==> src/core/bbl_pkg.sv <==
// Purpose: shared constants and types for the boot block loader host port
// Assumes: 40 MHz core clock, 8-bit device data bus, 13-bit window address
// Notes:   cycle counts other than SETUP_CYC derive from the times printed beside them
package bbl_pkg;

    // ==========================================================
    // clock and timing
    localparam int CLK_MHZ         = 40;
    localparam int CLK_NS          = 25;
    localparam int BOOT_WAIT_US    = 1000;  // download done within 1 ms
    localparam int BOOT_WAIT_CYC   = BOOT_WAIT_US * CLK_MHZ;
    localparam int RST_PULSE_NS    = 30;    // least reset low width
    localparam int RST_PULSE_CYC   = (RST_PULSE_NS + CLK_NS - 1) / CLK_NS;
    localparam int WE_WIDTH_NS     = 50;    // least write strobe width
    localparam int WE_WIDTH_CYC    = (WE_WIDTH_NS + CLK_NS - 1) / CLK_NS;
    localparam int ACC_NS          = 69;    // boot block read access time
    localparam int ACC_CYC         = (ACC_NS + CLK_NS - 1) / CLK_NS;
    localparam int REC_NS          = 17;    // strobe high to next cycle
    localparam int REC_CYC         = (REC_NS + CLK_NS - 1) / CLK_NS;
    localparam int SETUP_CYC       = 1;     // address and select to strobe

    // ==========================================================
    // window layout
    localparam int WIN_AW          = 13;    // 8 KB window
    localparam int DW              = 8;
    localparam int POS_W           = 2;
    localparam logic [1:0] POS_LAST = 2'h3;
    localparam logic [12:0] BOOT_LO_END  = 13'h07FF;
    localparam logic [12:0] BOOT_HI_BASE = 13'h1800;

    // ==========================================================
    // request and answer carriers
    typedef struct packed {
        logic                 write;
        logic [POS_W-1:0]     position;
        logic [WIN_AW-1:0]    addr;
        logic [DW-1:0]        wdata;
    } bbl_req_s;

    typedef struct packed {
        logic                 ok;       // 0 when refused (position past dev_count_m1, or boot timed out)
        logic [DW-1:0]        rdata;
    } bbl_rsp_s;

endpackage

==> src/core/bbl_host_port.sv <==
// Purpose: host-side controller for a boot block flash disk on a memory bus
// Assumes: device pins are asynchronous to core_clk; busy pin pulled up
// Notes:   holds the device in reset, waits for busy release, then serves
//          byte requests into the 8 KB window of a chosen cascade position
//
// Behaviour
// - after download the host reads and runs code from the boot block.
// - device is an SRAM-like 8 KB window placed anywhere free.
// - host drives chip select and strobes with single clean edges.
// - up to four devices share the bus; only position pins differ.
// - positions strapped 00 for one device, then 01, 10, 11 last.
// - BIOS runs the initial_program_loader from the boot block.
// - on PC hosts place the window within 0C8000H to 0EFFFFH.
// - device holds busy low while initialising; host waits for release.
// - first device has both position pins grounded, code 0,0.
`timescale 1ns/1ps
module bbl_host_port
    import bbl_pkg::*;
#(
    parameter int BOOT_WAIT = BOOT_WAIT_CYC
)
(
    input  wire logic              core_clk,
    input  wire logic              rst_b,
    input  wire logic              boot_start,
    input  wire logic [POS_W-1:0]  dev_count_m1,
    input  wire logic              req_valid,
    input  wire bbl_req_s          req,
    output bbl_rsp_s               rsp,
    output logic                   rsp_valid,
    output logic                   ready,
    output logic                   boot_timeout,
    output logic                   host_reset_in_n,
    output logic                   ce_n,
    output logic                   oe_n,
    output logic                   we_n,
    output logic [WIN_AW-1:0]      addr,
    output logic [POS_W-1:0]       cascade_position,
    output logic [DW-1:0]          dq_out,
    output logic                   dq_oe,
    input  wire logic [DW-1:0]     dq_in,
    input  wire logic              busy_n_in
);

    typedef enum logic [2:0] {
        HP_RESET, HP_WAIT, HP_IDLE, HP_ACCESS, HP_FAIL
    } bbl_hp_e;

    localparam int TW = $clog2(BOOT_WAIT + 1);

    // ==========================================================
    // three-stage synchronisers for the busy pin and data bus
    logic [2:0]     busy_sync;
    logic [DW-1:0]  dq_s1, dq_s2, dq_s3;
    logic           busy_free;

    always_ff @(posedge core_clk or negedge rst_b) begin
        if (!rst_b) begin
            busy_sync <= 3'h0;
            dq_s1     <= '0;
            dq_s2     <= '0;
            dq_s3     <= '0;
        end else begin
            busy_sync <= {busy_sync[1:0], busy_n_in};
            dq_s1     <= dq_in;
            dq_s2     <= dq_s1;
            dq_s3     <= dq_s2;
        end
    end

    // release counts only once stages two and three agree high
    assign busy_free = busy_sync[1] & busy_sync[2];

    // ==========================================================
    // strobe engine
    logic       sg_start, sg_sample, sg_done, sg_ce_n, sg_oe_n, sg_we_n;
    logic       sg_dq_oe;
    logic [WIN_AW-1:0] sg_addr;
    logic [DW-1:0]     sg_dq;

    bbl_strobe_gen u_strobe (
        .core_clk (core_clk),
        .rst_b    (rst_b),
        .start    (sg_start),
        .write    (req.write),
        .addr     (req.addr),
        .wdata    (req.wdata),
        .ce_n     (sg_ce_n),
        .oe_n     (sg_oe_n),
        .we_n     (sg_we_n),
        .addr_out (sg_addr),
        .dq_out   (sg_dq),
        .dq_oe    (sg_dq_oe),
        .sample   (sg_sample),
        .done     (sg_done)
    );

    // ==========================================================
    // boot and access sequencer
    bbl_hp_e            state, next_state;
    logic [TW-1:0]      cnt, next_cnt;
    logic               next_rst_out, next_ready, next_timeout;
    logic               next_rsp_valid, is_write, next_is_write;
    bbl_rsp_s           next_rsp;
    logic [POS_W-1:0]   next_pos;
    logic [DW-1:0]      rd_byte, next_rd_byte;

    // the strobe engine has its own state; start only from idle
    assign sg_start = (state == HP_IDLE) && req_valid
                      && (req.position <= dev_count_m1);

    always_comb begin
        next_state     = state;
        next_cnt       = cnt;
        next_rst_out   = host_reset_in_n;
        next_ready     = 1'b0;
        next_timeout   = boot_timeout;
        next_rsp_valid = 1'b0;
        next_rsp       = rsp;
        next_pos       = cascade_position;
        next_is_write  = is_write;
        next_rd_byte   = rd_byte;
        case (state)
            HP_RESET: begin
                // reset pulse meets its least width, then release
                next_rst_out = 1'b0;
                if (cnt >= TW'(RST_PULSE_CYC)) begin
                    next_rst_out = 1'b1;
                    next_cnt     = '0;
                    next_state   = HP_WAIT;
                end else begin
                    next_cnt = cnt + 1'b1;
                end
            end
            HP_WAIT: begin
                if (busy_free && cnt >= TW'(4)) begin
                    next_state = HP_IDLE;
                    next_ready = 1'b1;
                end else if (cnt >= TW'(BOOT_WAIT)) begin
                    next_timeout = 1'b1;
                    next_state   = HP_FAIL;
                end else begin
                    next_cnt = cnt + 1'b1;
                end
            end
            HP_IDLE: begin
                next_ready = ~sg_start;
                if (req_valid && !sg_start) begin
                    next_rsp_valid = 1'b1;
                    next_rsp       = '{ok: 1'b0, rdata: '0};
                end else if (sg_start) begin
                    next_pos      = req.position;
                    next_is_write = req.write;
                    next_state    = HP_ACCESS;
                end
            end
            HP_ACCESS: begin
                // loader fetch path
                // stage three still holds a byte from before the strobe
                // fell here, so the byte is taken one stage earlier
                if (sg_sample) begin
                    next_rd_byte = dq_s2;
                end
                if (sg_done) begin
                    next_rsp_valid = 1'b1;
                    next_rsp = '{ok: 1'b1,
                                 rdata: is_write ? '0 : rd_byte};
                    next_ready = 1'b1;
                    next_state = HP_IDLE;
                end
            end
            HP_FAIL: begin
                // device never came up; requests are answered as refused
                next_ready = 1'b1;
                if (req_valid) begin
                    next_rsp_valid = 1'b1;
                    next_rsp       = '{ok: 1'b0, rdata: '0};
                end
            end
            default: next_state = HP_RESET;
        endcase
        if (boot_start) begin
            // a fresh boot always restarts the reset pulse
            next_state   = HP_RESET;
            next_cnt     = '0;
            next_rst_out = 1'b0;
            next_ready   = 1'b0;
            next_timeout = 1'b0;
        end
    end

    always_ff @(posedge core_clk or negedge rst_b) begin
        if (!rst_b) begin
            state           <= HP_RESET;
            cnt             <= '0;
            host_reset_in_n <= 1'b0;
            ready           <= 1'b0;
            boot_timeout    <= 1'b0;
            rsp_valid       <= 1'b0;
            rsp             <= '0;
            cascade_position <= '0;
            is_write        <= 1'b0;
            rd_byte         <= '0;
        end else begin
            state           <= next_state;
            cnt             <= next_cnt;
            host_reset_in_n <= next_rst_out;
            ready           <= next_ready;
            boot_timeout    <= next_timeout;
            rsp_valid       <= next_rsp_valid;
            rsp             <= next_rsp;
            cascade_position <= next_pos;
            is_write        <= next_is_write;
            rd_byte         <= next_rd_byte;
        end
    end

    // pin outputs re-registered so each leaves a flip-flop
    always_ff @(posedge core_clk or negedge rst_b) begin
        if (!rst_b) begin
            ce_n   <= 1'b1;
            oe_n   <= 1'b1;
            we_n   <= 1'b1;
            addr   <= '0;
            dq_out <= '0;
            dq_oe  <= 1'b0;
        end else begin
            ce_n   <= sg_ce_n;
            oe_n   <= sg_oe_n;
            we_n   <= sg_we_n;
            addr   <= sg_addr;
            dq_out <= sg_dq;
            dq_oe  <= sg_dq_oe;
        end
    end
endmodule

==> src/core/bbl_strobe_gen.sv <==
// Purpose: drives one clean strobe cycle on the device pins
// Assumes: start only when idle; timing counts from the package
// Notes:   every pin leaves a flip-flop so each strobe has one edge each way
`timescale 1ns/1ps
module bbl_strobe_gen
    import bbl_pkg::*;
(
    input  wire logic              core_clk,
    input  wire logic              rst_b,
    input  wire logic              start,
    input  wire logic              write,
    input  wire logic [WIN_AW-1:0] addr,
    input  wire logic [DW-1:0]     wdata,
    output logic                   ce_n,
    output logic                   oe_n,
    output logic                   we_n,
    output logic [WIN_AW-1:0]      addr_out,
    output logic [DW-1:0]          dq_out,
    output logic                   dq_oe,
    output logic                   sample,
    output logic                   done
);

    typedef enum logic [1:0] {SG_IDLE, SG_SETUP, SG_STROBE, SG_REC} bbl_sg_e;

    localparam int CNT_W = 4;
    function automatic logic [CNT_W-1:0] cyc(input int n);
        cyc = CNT_W'(n - 1);
    endfunction

    bbl_sg_e            state, next_state;
    logic [CNT_W-1:0]   cnt, next_cnt;
    logic               next_ce_n, next_oe_n, next_we_n, next_dq_oe;
    logic               next_sample, next_done, wr, next_wr;
    logic [WIN_AW-1:0]  next_addr_out;
    logic [DW-1:0]      next_dq_out;

    // ==========================================================
    // strobe sequence: select, strobe low, strobe high, recover
    always_comb begin
        next_state    = state;
        next_cnt      = cnt;
        next_ce_n     = ce_n;
        next_oe_n     = oe_n;
        next_we_n     = we_n;
        next_dq_oe    = dq_oe;
        next_addr_out = addr_out;
        next_dq_out   = dq_out;
        next_wr       = wr;
        next_sample   = 1'b0;
        next_done     = 1'b0;
        case (state)
            SG_IDLE: begin
                if (start) begin
                    // address and select lead the strobe by a cycle
                    next_addr_out = addr;
                    next_dq_out   = wdata;
                    next_wr       = write;
                    next_dq_oe    = write;
                    next_ce_n     = 1'b0;
                    next_cnt      = cyc(SETUP_CYC);
                    next_state    = SG_SETUP;
                end
            end
            SG_SETUP: begin
                if (cnt == '0) begin
                    next_oe_n  = wr;
                    next_we_n  = ~wr;
                    next_cnt   = wr ? cyc(WE_WIDTH_CYC) : cyc(ACC_CYC);
                    next_state = SG_STROBE;
                end else begin
                    next_cnt = cnt - 1'b1;
                end
            end
            SG_STROBE: begin
                if (cnt == '0) begin
                    // read data is taken just before the rising edge
                    next_sample = ~wr;
                    next_oe_n   = 1'b1;
                    next_we_n   = 1'b1;
                    next_cnt    = cyc(REC_CYC);
                    next_state  = SG_REC;
                end else begin
                    next_cnt = cnt - 1'b1;
                end
            end
            SG_REC: begin
                // data hold after write edge is one cycle, above zero
                next_ce_n  = 1'b1;
                next_dq_oe = 1'b0;
                if (cnt == '0) begin
                    next_done  = 1'b1;
                    next_state = SG_IDLE;
                end else begin
                    next_cnt = cnt - 1'b1;
                end
            end
            default: next_state = SG_IDLE;
        endcase
    end

    always_ff @(posedge core_clk or negedge rst_b) begin
        if (!rst_b) begin
            state    <= SG_IDLE;
            cnt      <= '0;
            ce_n     <= 1'b1;
            oe_n     <= 1'b1;
            we_n     <= 1'b1;
            dq_oe    <= 1'b0;
            addr_out <= '0;
            dq_out   <= '0;
            wr       <= 1'b0;
            sample   <= 1'b0;
            done     <= 1'b0;
        end else begin
            state    <= next_state;
            cnt      <= next_cnt;
            ce_n     <= next_ce_n;
            oe_n     <= next_oe_n;
            we_n     <= next_we_n;
            dq_oe    <= next_dq_oe;
            addr_out <= next_addr_out;
            dq_out   <= next_dq_out;
            wr       <= next_wr;
            sample   <= next_sample;
            done     <= next_done;
        end
    end
endmodule

==> config.mk <==
export PLATFORM = sky130hd
export DESIGN_NAME = bbl_host_port
export DESIGN_NICKNAME = d
export VERILOG_FILES = /design/src/core/bbl_pkg.sv /design/src/core/bbl_host_port.sv /design/src/core/bbl_strobe_gen.sv
export SDC_FILE = /design/constraint.sdc
export NUM_CORES = 1
export LEC_CHECK = 0
export ABC_CLOCK_PERIOD_IN_PS = 1900
export BUFFER_PORTS_ARGS = -buffer_cell sky130_fd_sc_hd__buf_2
export CORE_MARGIN = 3
export CORE_UTILIZATION = 25
export CTS_BUF_LIST = sky130_fd_sc_hd__clkbuf_4 sky130_fd_sc_hd__clkbuf_8
export CTS_CLUSTER_SIZE = 24
export DETAILED_ROUTE_END_ITERATION = 12
export MAX_ROUTING_LAYER = met4
export PLACE_DENSITY = 0.52
export SLEW_MARGIN = 30
export SYNTH_ARGS = -nofsm -noshare
export SYNTH_HDL_FRONTEND = slang
export SYNTH_HIERARCHICAL = 1
export SYNTH_SLANG_ARGS = --single-unit
==> constraint.sdc <==
create_clock -name core_clk -period 1.9 [get_ports core_clk]
set_clock_uncertainty 0.1 [all_clocks]
set_input_delay 0.57 -clock core_clk [delete_from_list [all_inputs] [get_ports core_clk]]
set_output_delay 0.57 -clock core_clk [all_outputs]
set_load 0.05 [all_outputs]
==> results.toml <==
[detailed_routing]
ant_nets = 0
drcViolationCount = 0
drt_iter0_drc = 198
first_pass_iters = 4
drt_wl_total_um = 12570
vias = 3782
wl_per_cell_um = 15.25
post_drt_via_cell_ratio = 4.590

[global_route]
grt_max_degree = 34
grt_usage_pct = 12.29
grt-ovfl-total = 0
grt_pass1_vias = 4113
grt_pass1_wl_um = 20730
antenna_found_initial = 0

[synth]
synth_top_area_cell = "dfrtp_1"
synth_most_common_cell = "dfrtp_1"
synth-compound-area-share_pct = 13.02
synth_top_family_by_area = "compound AO/OA/AOI/OAI gates"
synthTopCellsByArea = "dfrtp_1 58%, mux2_2 7.0%, dfstp_2 3.2%, ha_1 2.8%, o311ai_1 1.6%"
syn-num-nets = 438
ys_types = 63
ys.warnings.count = 6
synth-xor-area-share_pct = 0
synth_simple_gate_area_share_pct = 11.06
synth_fa_ha_area_share_pct = 2.766
syn_inst = 388
async_flop_share_pct = 100.0
syn-cell-area_mm2 = 0.004976
avgSynthCellArea_um2 = 12.82
ys_top_cells_by_count = "115 x dfrtp_1, 31 x mux2_2, 18 x nand2_1"
synth-edff-count = 0
synthMuxAreaShare_pct = 8.926
ys_ff_latch = 121
yosysSeqAreaShare_pct = 61.00
yosysTopAreaCellShare_pct = 57.83
synth_flop_cell = "dfrtp_1"

[timing]
slew_viol_final = 0
period_needed_ns = 2.022
grt_setup_unrepaired = "true"
fmax_mhz = 494.6
slew_headroom_pct = 66.35
tightestPinTransition_ns = 0.5020
finalCritPeriodShare_pct = 106.4
fin_ws_ns = -0.1217
setup_viol = 43
hold_violations = 0

[job]
drv_cap = 0

[floorplanning]
rows = 50
die_height_um = 147.1
die_w_um = 147.1
num_io_pins = 79
start_util_pct = 25.99
dieArea_mm2 = 0.02163
core_mm2 = 0.01914

[min_path]
min-delay-start = "dq_in[1]"
hold_class = "input port to flop"
hold_depth = 1

[worst_setup_path]
cp_slowest_cell = "o31a_1"
cp.arrival_ns = 2.22
crit_buf_inv = 2
worst-path-max-fanout = 4
critPathLaunchType = "input port"
slowest_delay_ns = 0.29
r2r_start = "cnt[4]"
r2r_cells = 8
cp.depth = 9
crit_chain = "buf_6 > inv_4 > ha_4 > nor2b_4 > o31a_1 > nor3_4 > nor2b_2 > or2_1 > a221o_1"
worst-setup-path-type = "input port to flop"
path_delay_family = "simple AND/OR/NAND/NOR gates"
crit_start = "dev_count_m1[1]"
worstPathRequired_ns = 2.10
cp-end-kind = "flop"

[placement]
dp_hpwl_um = 8843
placed_cell_area_mm2 = 0.006227
dpl_worst_slack_ns = -0.6970
numPortBuffers = 78
gp_congestion = 0.8305
place_inst = 774

[status]
violations = "negative setup slack"
status = "complete, but fails checks"

[power_and_ir_drop]
peakVddDrop_mv = 0.6432
p_leak_uw = 0.003481
power_density_mw_per_mm2 = 1133

[cells_and_area]
fin_cells = 824
drive_gt1_share_pct = 53.19
area_growth_pct = 45.18
antenna_cells = 0
finalInstanceArea_mm2 = 0.007224
fin_util_pct = 37.74
nets = 602

[clock_network]
clk_path_buf_depth = 2
cts.sinks = 121
path_clk_slew_ns = 0.07
cts_buffers = 17
clock_latency_ns = 0.43
cts_root_buffer = "clkbuf_8"
cts-htree-levels = 4
cts_tree = "built"
==> layout by cell type (no fill, tap or decap), drive strengths merged, types with 4 or more instances in the layout <==
cell	instances
inv	17
dfrtp	115
mux2	35
a32oi	4
nor2b	6
o311ai	11
mux2i	5
a31oi	7
o31ai	7
nand2b	5
ha	11
nand3	14
buf	160
bufinv	5
o21ai	7
nor4	7
dfstp	6
nand2	18
a22o	8
nor3	11
clkbuf	24
a21oi	15
nor2	15
==> through the flow <==
stage | hold slack, ns | TNS, ns | power (uW)
after global placement | 0.2322 | -20.99 | 5084
after CTS | 0.1024 | -0.9773 | 8145
after global routing | 0.1056 | -4.774 | 8653
after detailed placement | 0.2347 | -22.59 | 5159
final | 0.1473 | -2.863 | 8188
after floorplan | 0.1744 | -13.58 | 4391
==> registers in the layout (all words and copies together) (netlist names), 8 cells and up <==
signal / flops
u_strobe/addr_out: 13
rd_byte: 8
dq_s1: 8
addr: 13
u_strobe/dq_out: 8
dq_s2: 8
cnt: 16
dq_out: 8
rsp: 9
==> power by group <==
part	switching (uW)	total, uW	internal, uW
clock network	962	2620	1660
logic	1380	2540	1170
registers	170	3020	2850
total	2510	8190	5680
==> area by class of cell <==
class                   count  area [um2]
clock buffers              23       285.3
clock inverters             8       168.9
fillers                  1904       11920
inverters                  17       66.31
multi-input cells         233        2198
flip-flops and latches    121        3037
well taps                 260       325.3
repair buffers            162        1144
==> routing by layer <==
layer | wire length, um | up-vias | track usage [%]
li1 | - | 1768 | -
met4 | 163 | 0 | 3.961
met5 | 0 | - | -
met1 | 5336 | 1896 | 14.48
met3 | 786 | 12 | 4.719
met2 | 6279 | 106 | 19.47
==> what timing repair did <==
action	4_1_cts	5_1_grt
setup endpoints to repair	50	50
buffers inserted	12	6
cloned	0	1
gates resized for setup	43	32
pin swaps	21	8
endpoints found under the hold margin	18	0
hold buffers	1	0
==> cell families after synthesis <==
family / Yosys count
compound gates: 86
buf+inv: 34
fa+ha+maj: 11
flops: 121
mux: 40
simple gates: 96
==> path summary, 6_finish.rpt <==
kind	to	slack (ns)
max reg2reg	cnt[14]	-0.10
max	u_strobe/cnt[1]	-0.12
max in group asynchronous	cnt[13]	0.55
min reg2reg	dq_s2[5]	0.25
min	dq_s1[1]	0.15
min in group asynchronous	rd_byte[7]	0.58
(Power assumes the default switching activity.)
